### config.mk
export PLATFORM = sky130hd
export DESIGN_NAME = bos_sequencer
export DESIGN_NICKNAME = d
export VERILOG_FILES = /design/src/shared/bos_pkg.sv /design/src/shared/bos_cyc_if.sv /design/src/hdl/bos_bus_port.sv /design/src/hdl/bos_sequencer.sv
export SDC_FILE = /design/constraint.sdc
export NUM_CORES = 1
export LEC_CHECK = 0
export ABC_AREA = 1
export BUFFER_PORTS_ARGS = -buffer_cell sky130_fd_sc_hd__clkbuf_2
export CAP_MARGIN = 20
export CORE_MARGIN = 10
export CORE_UTILIZATION = 55
export DETAILED_ROUTE_END_ITERATION = 10
export PLACE_DENSITY = 0.87
export REMOVE_ABC_BUFFERS = 1
export SYNTH_ARGS = -nofsm -noshare
export SYNTH_HDL_FRONTEND = slang
export SYNTH_SLANG_ARGS = --single-unit
### constraint.sdc
create_clock -name ref_clk_i -period 4.5 [get_ports ref_clk_i]
set_input_delay 0.45 -clock ref_clk_i [delete_from_list [all_inputs] [get_ports ref_clk_i]]
set_output_delay 0.45 -clock ref_clk_i [all_outputs]
set_load 0.01 [all_outputs]
### src/shared/bos_pkg.sv
package bos_pkg;
  localparam int BOS_ADDR_W     = 32;
  localparam int BOS_DATA_W     = 16;
  localparam int BOS_BYTE_W     = 8;
  localparam int BOS_IDX_W      = 3;
  localparam int BOS_CNT_W      = 4;
  // Bytes per instruction word, as a shift
  localparam int BOS_WORD_SHIFT = 1;

  localparam logic [BOS_IDX_W-1:0] BOS_IDX_ONE = 3'h1;
  localparam logic [BOS_IDX_W-1:0] BOS_EXT_1   = 3'h1;
  localparam logic [BOS_IDX_W-1:0] BOS_EXT_2   = 3'h2;
  localparam logic [BOS_IDX_W-1:0] BOS_EXT_3   = 3'h3;
  localparam logic [BOS_IDX_W-1:0] BOS_REL_0   = 3'h0;
  localparam logic [BOS_IDX_W-1:0] BOS_REL_1   = 3'h1;
  localparam logic [BOS_IDX_W-1:0] BOS_REL_2   = 3'h2;
  localparam logic [BOS_CNT_W-1:0] BOS_CNT_ONE = 4'h1;

  typedef enum logic [3:0] {
    bit_clear_op, bit_invert_op, bit_set_op, bit_inverted_and_op,
    bit_inverted_load_op, bit_load_op, bit_or_op, bit_xor_op, bit_test_op,
    branch_greater_op, branch_less_equal_op, accumulator_clear_op,
    compare_op, decimal_adjust_op
  } bos_op_e;

  typedef enum logic [3:0] {
    mode_register, mode_indirect, mode_abs8, mode_abs16, mode_abs32,
    mode_imm8, mode_imm16, mode_imm32, mode_disp16, mode_none
  } bos_mode_e;

  typedef enum logic [2:0] {
    step_end, step_fetch_ext, step_read_ea, step_fetch_next,
    step_write_ea, step_internal, step_fetch_branch
  } bos_step_e;

  typedef struct packed {
    bos_step_e kind;
    logic      lock;
  } bos_step_s;

  typedef enum logic [1:0] {st_idle, st_issue, st_wait, st_internal} bos_state_e;
endpackage

### src/shared/bos_cyc_if.sv
interface bos_cyc_if
  import bos_pkg::*;
#(
  parameter int ADDR_W = BOS_ADDR_W
) ();
  logic                  req;
  logic                  ready;
  logic                  done;
  logic                  write;
  logic                  byte_sz;
  logic                  lock;
  bos_step_e             step;
  bos_step_e             done_step;
  logic [ADDR_W-1:0]     addr;
  logic [BOS_BYTE_W-1:0] wdata;
  logic [BOS_DATA_W-1:0] rdata;

  modport seq (output req, write, byte_sz, lock, step, addr, wdata,
               input ready, done, done_step, rdata);
  modport port (input req, write, byte_sz, lock, step, addr, wdata,
                output ready, done, done_step, rdata);
endinterface

### src/hdl/bos_bus_port.sv
module bos_bus_port
  import bos_pkg::*;
#(
  parameter int ADDR_W = BOS_ADDR_W
) (
  input  logic                  ref_clk_i,
  input  logic                  sys_rst_i,
  bos_cyc_if.port               cyc,
  input  logic                  bus_ack_i,
  input  logic [BOS_DATA_W-1:0] bus_rdata_i,
  output logic                  bus_req_o,
  output logic                  bus_write_o,
  output logic                  bus_byte_o,
  output logic                  bus_lock_o,
  output logic [ADDR_W-1:0]     bus_addr_o,
  output logic [BOS_BYTE_W-1:0] bus_wdata_o
);
  logic                  active_reg, active_next;
  logic                  write_reg, write_next;
  logic                  byte_reg, byte_next;
  logic                  lock_reg, lock_next;
  logic                  done_reg, done_next;
  logic [ADDR_W-1:0]     addr_reg, addr_next;
  logic [BOS_BYTE_W-1:0] wdata_reg, wdata_next;
  logic [BOS_DATA_W-1:0] rdata_reg, rdata_next;
  bos_step_e             step_reg, step_next;

  always_comb begin
    active_next = active_reg;
    write_next  = write_reg;
    byte_next   = byte_reg;
    addr_next   = addr_reg;
    wdata_next  = wdata_reg;
    rdata_next  = rdata_reg;
    step_next   = step_reg;
    done_next   = 1'b0;
    // Mastership follows the sequencer's lock level one clock later, in step with the registered request
    lock_next   = cyc.lock; // RULE14
    if (!active_reg && cyc.req) begin
      active_next = 1'b1;
      write_next  = cyc.write;
      byte_next   = cyc.byte_sz;
      addr_next   = cyc.addr;
      wdata_next  = cyc.wdata;
      step_next   = cyc.step;
    end else if (active_reg && bus_ack_i) begin
      active_next = 1'b0;
      done_next   = 1'b1;
      if (!write_reg) begin
        rdata_next = bus_rdata_i;
      end
    end
  end

  always_ff @(posedge ref_clk_i) begin
    if (sys_rst_i) begin
      active_reg <= 1'b0;
      write_reg  <= 1'b0;
      byte_reg   <= 1'b0;
      lock_reg   <= 1'b0;
      done_reg   <= 1'b0;
      addr_reg   <= '0;
      wdata_reg  <= '0;
      rdata_reg  <= '0;
      step_reg   <= step_end;
    end else begin
      active_reg <= active_next;
      write_reg  <= write_next;
      byte_reg   <= byte_next;
      lock_reg   <= lock_next;
      done_reg   <= done_next;
      addr_reg   <= addr_next;
      wdata_reg  <= wdata_next;
      rdata_reg  <= rdata_next;
      step_reg   <= step_next;
    end
  end

  assign cyc.ready     = !active_reg;
  assign cyc.done      = done_reg;
  assign cyc.done_step = step_reg;
  assign cyc.rdata     = rdata_reg;
  assign bus_req_o     = active_reg;
  assign bus_write_o   = write_reg;
  assign bus_byte_o    = byte_reg;
  assign bus_lock_o    = lock_reg;
  assign bus_addr_o    = addr_reg;
  assign bus_wdata_o   = wdata_reg;
endmodule

### src/hdl/bos_sequencer.sv
// Overview of operation
// (RULE1) Bit ops on a general register: one word fetch of the next instruction.
// (RULE2) Indirect bit modify: 2nd word, locked byte read, locked next fetch, byte write.
// (RULE3) Absolute 16 bit modify: extra 3rd word fetch, five cycles total.
// (RULE4) Absolute 32 bit modify: 2nd, 3rd, 4th words then locked triple, six cycles.
// (RULE5) Absolute 8 bit modify uses the same four cycles as indirect.
// (RULE6) Bit logic/load/test, indirect or abs8: 2nd word, unlocked byte read, next fetch.
// (RULE7) Bit logic/test abs16: 2nd, 3rd words, byte read, next fetch.
// (RULE8) Bit logic/test abs32: 2nd, 3rd, 4th words, byte read, next fetch.
// (RULE9) Branch d16: 2nd word, one internal state, fetch at branch target.
// (RULE10) Accumulator clear: next fetch then one internal state.
// (RULE11) Word compare immediate: 2nd word then next fetch.
// (RULE12) Long compare immediate: 2nd, 3rd words then next fetch.
// (RULE13) Register compares, byte immediate compare, decimal adjust: one next fetch.
// (RULE14) Locked cycles stay together; no other master between read and write.
module bos_sequencer
  import bos_pkg::*;
#(
  parameter int ADDR_W = BOS_ADDR_W
) (
  input  logic                  ref_clk_i,
  input  logic                  sys_rst_i,
  input  logic                  start_i,
  input  bos_op_e               op_i,
  input  bos_mode_e             mode_i,
  input  logic [ADDR_W-1:0]     pc_i,
  input  logic [ADDR_W-1:0]     ea_i,
  input  logic [ADDR_W-1:0]     branch_ea_i,
  input  logic [BOS_BYTE_W-1:0] wdata_i,
  input  logic                  bus_ack_i,
  input  logic [BOS_DATA_W-1:0] bus_rdata_i,
  output logic                  busy_o,
  output logic                  done_o,
  output logic                  illegal_o,
  output logic                  bus_req_o,
  output logic                  bus_write_o,
  output logic                  bus_byte_o,
  output logic                  bus_lock_o,
  output logic [ADDR_W-1:0]     bus_addr_o,
  output logic [BOS_BYTE_W-1:0] bus_wdata_o,
  output logic [BOS_DATA_W-1:0] rdata_o,
  output logic                  rdata_valid_o,
  output bos_step_e             rdata_step_o
);
  function automatic logic bos_is_bit(bos_op_e op);
    return op inside {bit_clear_op, bit_invert_op, bit_set_op, bit_inverted_and_op,
                      bit_inverted_load_op, bit_load_op, bit_or_op, bit_xor_op, bit_test_op};
  endfunction

  function automatic logic bos_is_mod(bos_op_e op);
    return op inside {bit_clear_op, bit_invert_op, bit_set_op};
  endfunction

  function automatic logic bos_legal(bos_op_e op, bos_mode_e md);
    logic ok;
    ok = 1'b0;
    if (bos_is_bit(op)) begin
      ok = md inside {mode_register, mode_indirect, mode_abs8, mode_abs16, mode_abs32};
    end else if (op inside {branch_greater_op, branch_less_equal_op}) begin
      ok = (md == mode_disp16);
    end else if (op == accumulator_clear_op) begin
      ok = (md == mode_none);
    end else if (op == compare_op) begin
      ok = md inside {mode_register, mode_imm8, mode_imm16, mode_imm32};
    end else begin
      ok = (md == mode_register);
    end
    return ok;
  endfunction

  // Bus step at position idx of the instruction's cycle sequence
  function automatic bos_step_s bos_step_at(bos_op_e op, bos_mode_e md, logic [BOS_IDX_W-1:0] idx);
    bos_step_s            s;
    logic [BOS_IDX_W-1:0] n_ext;
    logic [BOS_IDX_W-1:0] rel;
    s = '{kind: step_end, lock: 1'b0};
    case (md)
      mode_indirect, mode_abs8, mode_imm16, mode_disp16: n_ext = BOS_EXT_1;
      mode_abs16, mode_imm32: n_ext = BOS_EXT_2;
      mode_abs32: n_ext = BOS_EXT_3;
      default: n_ext = '0;
    endcase
    rel = idx - n_ext;
    if (idx < n_ext) begin
      s.kind = step_fetch_ext; // RULE3 RULE4 RULE7 RULE8 RULE11 RULE12
    end else if (bos_is_bit(op) && md != mode_register) begin
      case (rel)
        BOS_REL_0: s = '{kind: step_read_ea, lock: bos_is_mod(op)}; // RULE2 RULE5 RULE6
        BOS_REL_1: s = '{kind: step_fetch_next, lock: bos_is_mod(op)}; // RULE2 RULE6
        BOS_REL_2: s = bos_is_mod(op) ? '{kind: step_write_ea, lock: 1'b1} : s; // RULE2 RULE14
        default: s = '{kind: step_end, lock: 1'b0};
      endcase
    end else if (md == mode_disp16) begin
      case (rel)
        BOS_REL_0: s.kind = step_internal; // RULE9
        BOS_REL_1: s.kind = step_fetch_branch; // RULE9
        default: s.kind = step_end;
      endcase
    end else if (op == accumulator_clear_op) begin
      case (rel)
        BOS_REL_0: s.kind = step_fetch_next; // RULE10
        BOS_REL_1: s.kind = step_internal; // RULE10
        default: s.kind = step_end;
      endcase
    end else if (rel == BOS_REL_0) begin
      s.kind = step_fetch_next; // RULE1 RULE13
    end
    return s;
  endfunction

  function automatic bos_state_e bos_route(bos_step_e k);
    if (k == step_end) begin
      return st_idle;
    end
    return (k == step_internal) ? st_internal : st_issue;
  endfunction

  bos_cyc_if #(.ADDR_W(ADDR_W)) cyc ();

  bos_state_e           state_reg, state_next;
  bos_op_e              op_reg, op_next;
  bos_mode_e            amode_reg, amode_next;
  logic [ADDR_W-1:0]    pc_reg, pc_next;
  logic [ADDR_W-1:0]    ea_reg, ea_next;
  logic [ADDR_W-1:0]    bea_reg, bea_next;
  logic [BOS_IDX_W-1:0] idx_reg, idx_next;
  logic [BOS_IDX_W-1:0] ext_reg, ext_next;
  logic                 done_reg, done_next;
  logic                 illegal_reg, illegal_next;
  logic [BOS_CNT_W-1:0] iss_cnt_reg, iss_cnt_next;
  logic [BOS_CNT_W-1:0] int_cnt_reg, int_cnt_next;
  bos_step_s            cur;
  bos_step_s            nxt;
  logic [BOS_IDX_W-1:0] ext_inc;

  assign cur     = bos_step_at(op_reg, amode_reg, idx_reg);
  assign nxt     = bos_step_at(op_reg, amode_reg, idx_reg + BOS_IDX_ONE);
  assign ext_inc = ext_reg + BOS_IDX_ONE;

  always_comb begin
    state_next   = state_reg;
    op_next      = op_reg;
    amode_next   = amode_reg;
    pc_next      = pc_reg;
    ea_next      = ea_reg;
    bea_next     = bea_reg;
    idx_next     = idx_reg;
    ext_next     = ext_reg;
    iss_cnt_next = iss_cnt_reg;
    int_cnt_next = int_cnt_reg;
    done_next    = 1'b0;
    illegal_next = 1'b0;
    unique case (state_reg)
      st_idle: begin
        if (start_i) begin
          op_next      = op_i;
          amode_next   = mode_i;
          pc_next      = pc_i;
          ea_next      = ea_i;
          bea_next     = branch_ea_i;
          idx_next     = '0;
          ext_next     = '0;
          iss_cnt_next = '0;
          int_cnt_next = '0;
          illegal_next = !bos_legal(op_i, mode_i);
          if (bos_legal(op_i, mode_i)) begin
            state_next = bos_route(bos_step_at(op_i, mode_i, '0).kind);
          end
        end
      end
      st_issue: begin
        if (cyc.ready) begin
          state_next   = st_wait;
          iss_cnt_next = iss_cnt_reg + BOS_CNT_ONE;
          if (cur.kind == step_fetch_ext) begin
            ext_next = ext_inc;
          end
        end
      end
      st_wait: begin
        if (cyc.done) begin
          idx_next   = idx_reg + BOS_IDX_ONE;
          state_next = bos_route(nxt.kind);
          done_next  = (nxt.kind == step_end);
        end
      end
      st_internal: begin
        // One state with no bus access
        int_cnt_next = int_cnt_reg + BOS_CNT_ONE; // RULE9 RULE10
        idx_next     = idx_reg + BOS_IDX_ONE;
        state_next   = bos_route(nxt.kind);
        done_next    = (nxt.kind == step_end);
      end
    endcase
  end

  always_ff @(posedge ref_clk_i) begin
    if (sys_rst_i) begin
      state_reg   <= st_idle;
      op_reg      <= bit_test_op;
      amode_reg   <= mode_register;
      pc_reg      <= '0;
      ea_reg      <= '0;
      bea_reg     <= '0;
      idx_reg     <= '0;
      ext_reg     <= '0;
      iss_cnt_reg <= '0;
      int_cnt_reg <= '0;
      done_reg    <= 1'b0;
      illegal_reg <= 1'b0;
    end else begin
      state_reg   <= state_next;
      op_reg      <= op_next;
      amode_reg   <= amode_next;
      pc_reg      <= pc_next;
      ea_reg      <= ea_next;
      bea_reg     <= bea_next;
      idx_reg     <= idx_next;
      ext_reg     <= ext_next;
      iss_cnt_reg <= iss_cnt_next;
      int_cnt_reg <= int_cnt_next;
      done_reg    <= done_next;
      illegal_reg <= illegal_next;
    end
  end

  assign cyc.req     = (state_reg == st_issue);
  assign cyc.step    = cur.kind;
  assign cyc.write   = (cur.kind == step_write_ea); // RULE2
  assign cyc.byte_sz = cur.kind inside {step_read_ea, step_write_ea};
  assign cyc.lock    = (state_reg != st_idle) && cur.lock; // RULE14
  assign cyc.wdata   = wdata_i;
  // Instruction words sit at pc + 2 * (words already fetched + 1)
  assign cyc.addr    = cur.kind inside {step_read_ea, step_write_ea} ? ea_reg :
                       (cur.kind == step_fetch_branch) ? bea_reg : // RULE9
                       pc_reg + (ADDR_W'(ext_inc) << BOS_WORD_SHIFT);

  bos_bus_port #(.ADDR_W(ADDR_W)) u_port (
    .ref_clk_i   (ref_clk_i),
    .sys_rst_i   (sys_rst_i),
    .cyc         (cyc.port),
    .bus_ack_i   (bus_ack_i),
    .bus_rdata_i (bus_rdata_i),
    .bus_req_o   (bus_req_o),
    .bus_write_o (bus_write_o),
    .bus_byte_o  (bus_byte_o),
    .bus_lock_o  (bus_lock_o),
    .bus_addr_o  (bus_addr_o),
    .bus_wdata_o (bus_wdata_o)
  );

  assign busy_o        = (state_reg != st_idle);
  assign done_o        = done_reg;
  assign illegal_o     = illegal_reg;
  assign rdata_o       = cyc.rdata;
  assign rdata_valid_o = cyc.done;
  assign rdata_step_o  = cyc.done_step;
endmodule

==> impl_results.md <==
- I/O Buffers: 198
- CP startpoint kind: flip-flop
- Final Hold Fails: 0
- Row cnt: 45
- Yosys warns: 0
- Worst-path maximum fanout: 33
- Cell family with the largest share of critical-path delay: simple AND/OR/NAND/NOR gates
- CTS resizes: 0
- Main area contributors after synthesis: dfxtp_1 41%, nor2_1 11%, nand2_1 11%
- Gpl congestion: 0.9547
- Worst slew pin tran: 902.1 ps
- Most frequent cell after synthesis: nor2_1
- Synth Register Bits: 178
- Cell count after synthesis: 1272
- Max-slew violations: 0
- Overflow after GRT: 0
- Ratio of final minimum period to clock period: 78.22%
- Final setup viols: 0
- Core Box Area: 0.01537 sq mm
- Post-synth ARST share: 0%
- Crit path capture type: flip-flop
- Clock sinks: 178
- Vias per cell: 5.306
- Slowest CP cell: fa_1
- Post-route DRC violation count: 0
- Starting density of the core: 56.59%
- Area of the mapped netlist: 0.008698 sq mm
- WP buf/inv: 2
- Synth top area share: 40.97%
- Yosys cell types: 41
- CTS tree: built
- Result of the run: complete, no violations
- Initial antenna violation count: 0
- Crit path required time: 4830 ps
- WL final: 25480 um
- IO Pins: 199
- Clk_lat worst skew: 430 ps
- CTS Hold Buffers Added: 0
- Worst stage delay on the critical path: 600 ps
- R2r startpoint: amode_reg[1]$_SDFFE_PP0P_
- Largest net degree at the start of global routing: 84
- Top FF cell, synth: dfxtp_1
- Synth-to-layout area growth: 18.77%
- Register area share after synthesis: 40.97%
- Skew final: 8.170 ps
- GR Util All Layers: 22.93%
- Die H: 145.8 um
- Tmin final: 3520 ps
- VDD IR max: 0.3045 mV
- Hold path start: ea_i[29]
- Routed Antenna Nets: 0
- Leading area contributor after synthesis: dfxtp_1
- Crit path DAT: 3850 ps
- Vias in the first global route: 8320
- Share of cells above drive strength 1: 19.32%
- MaxCap Viol Count: 0
- NumNets Final: 1576
- Power per cell area: 445.1 mW/mm^2
- Total power: 0.004598 W
- Most used cell, CP: nand2_1
- Worst-path clk slew: 70 ps
- F_max: 0.2841 GHz
- Final HPWL DP: 18020 um
- Diodes inserted: 0
- Final core occ: 67.21%
- WS Path Type: flip-flop to flip-flop
- Crit. Startpoint: amode_reg[1]$_SDFFE_PP0P_
- Vias: 8782
- # H-tree levels: 4
- Slew headroom: 39.39%
- First-pass GRT wire length: 41000 um
- Static leakage: 5.059 nW
- RSZ-0062 raised after global routing: false
- Post-synth top cells: 253 x nor2_1, 252 x nand2_1, 178 x dfxtp_1
- Full die area: 0.02125 sq mm
- Clock buffer count from CTS: 17
- Worst hold path class: input port to flip-flop
- CTS Buffer Depth: 2
- Crit-path cells: inv_1, o21ai_0, fa_1, nor2_1, nand3_1, nand2_1, nand3_2, nor2_8, nand3_4, nand2_8, nor2_8, nand2_1, nand3_1, nand2_1, inv_1
- Drt first-iter violations: 740
- Setup repair bufs after CTS: 0
- Mean Syn Cell Area: 6.838 sq um
- DR WL/cell: 15.39 um
- Drt first pass iters: 5
- CTS root buffer: clkbuf_16
- Die width: 145.8 um
- Number of synthesized flops with an enable pin: 0
==> report_power, final <==
group | switching (W) | total (W) | internal (W)
clock | 0.000625 | 0.00153 | 0.000904
combinational | 0.000841 | 0.00122 | 0.000376
sequential | 0.000113 | 0.00185 | 0.00174
total | 0.00158 | 0.00460 | 0.00302
==> routing by layer <==
layer,share of wire [%],global-route usage [%]
met5,0,0
met4,2.0,7.685
met3,7.8,5.061
met2,46,36.67
met1,44,29.84
==> layout make-up <==
cell class                 count  area [sq um]
fill                        1278          5040
inverter                     116         440.4
timing repair buffer         206          1064
sequential                   178          3563
tap                          211         264.0
clock inverter                 8         126.4
multi-input combinational    913          4405
clock buffer                  23         467.9
==> worst register-to-register path, delay by kind of cell, from the launching register on <==
| kind | cells | cell delay (ps) |
|---|---|---|
| flip-flops | 1 | 390 |
| buffers and inverters | 2 | 120 |
| AO/OA/AOI/OAI | 1 | 540 |
| adder cells (fa/ha/maj) | 1 | 610 |
| AND/OR/NAND/NOR | 11 | 1760 |
==> per-stage QoR <==
stage | setup slack (ps) | instance area, sq um | TNS, ps | instances | hold slack, ps
floorplan | -827.2 | 8389 | -66830 | 1207 | 431.8
global placement | 1224 | 9737 | 0 | 1624 | 439.1
detailed placement | 1094 | 9737 | 0 | 1624 | 443.4
CTS | 1022 | 10330 | 0 | 1655 | 228.7
global route | 672.5 | 10330 | 0 | 1655 | 240.8
finish | 980.2 | 10330 | 0 | 1655 | 234.6
==> cell usage in the layout, fill, tap and decap left out, types with 3 or more instances in the layout <==
| cell | synthesis | final |
|---|---|---|
| a21oi_1 | 54 | 54 |
| nand3_1 | 91 | 91 |
| ha_1 | 9 | 9 |
| fa_1 | 3 | 3 |
| nor3_1 | 18 | 18 |
| nor2_1 | 253 | 251 |
| inv_1 | 109 | 106 |
| nor4_1 | 3 | 3 |
| nand3_2 | 13 | 13 |
| clkbuf_2 | 0 | 198 |
| inv_2 | 7 | 7 |
| o21ai_0 | 139 | 139 |
| clkbuf_1 | 47 | 4 |
| xor2_1 | 21 | 21 |
| o21ai_1 | 6 | 6 |
| dfxtp_1 | 178 | 178 |
| bufinv_16 | 0 | 3 |
| a21oi_2 | 8 | 8 |
| nand2_2 | 3 | 3 |
| clkbuf_16 | 0 | 17 |
| nor2_4 | 3 | 5 |
| nand4_1 | 11 | 11 |
| o211ai_1 | 5 | 5 |
| buf_4 | 1 | 7 |
| nand2_1 | 252 | 252 |
==> final timing paths <==
check	slack (ps)	cells past startpoint	end
worst min register to register	450	2	bea_reg[27]$_SDFFE_PP0P_
worst max-delay path	980	15	u_port.bus_addr_o[11]$_SDFFE_PP0P_
worst min-delay path	230	3	ea_reg[29]$_SDFFE_PP0P_
worst max register to register	980	15	u_port.bus_addr_o[11]$_SDFFE_PP0P_
==> cells by family after synthesis <==
group | Yosys count | synth area share, %
and+or+nand+nor | 660 | 32.94
xor gates and xnor gates | 23 | 2.316
AOI/OAI and AO/OA | 218 | 13.23
buffers and inverters | 181 | 8.559
DFF | 178 | 40.97
adders and majority gates | 12 | 1.985
Note: power is estimated with default switching activity, not from simulation.
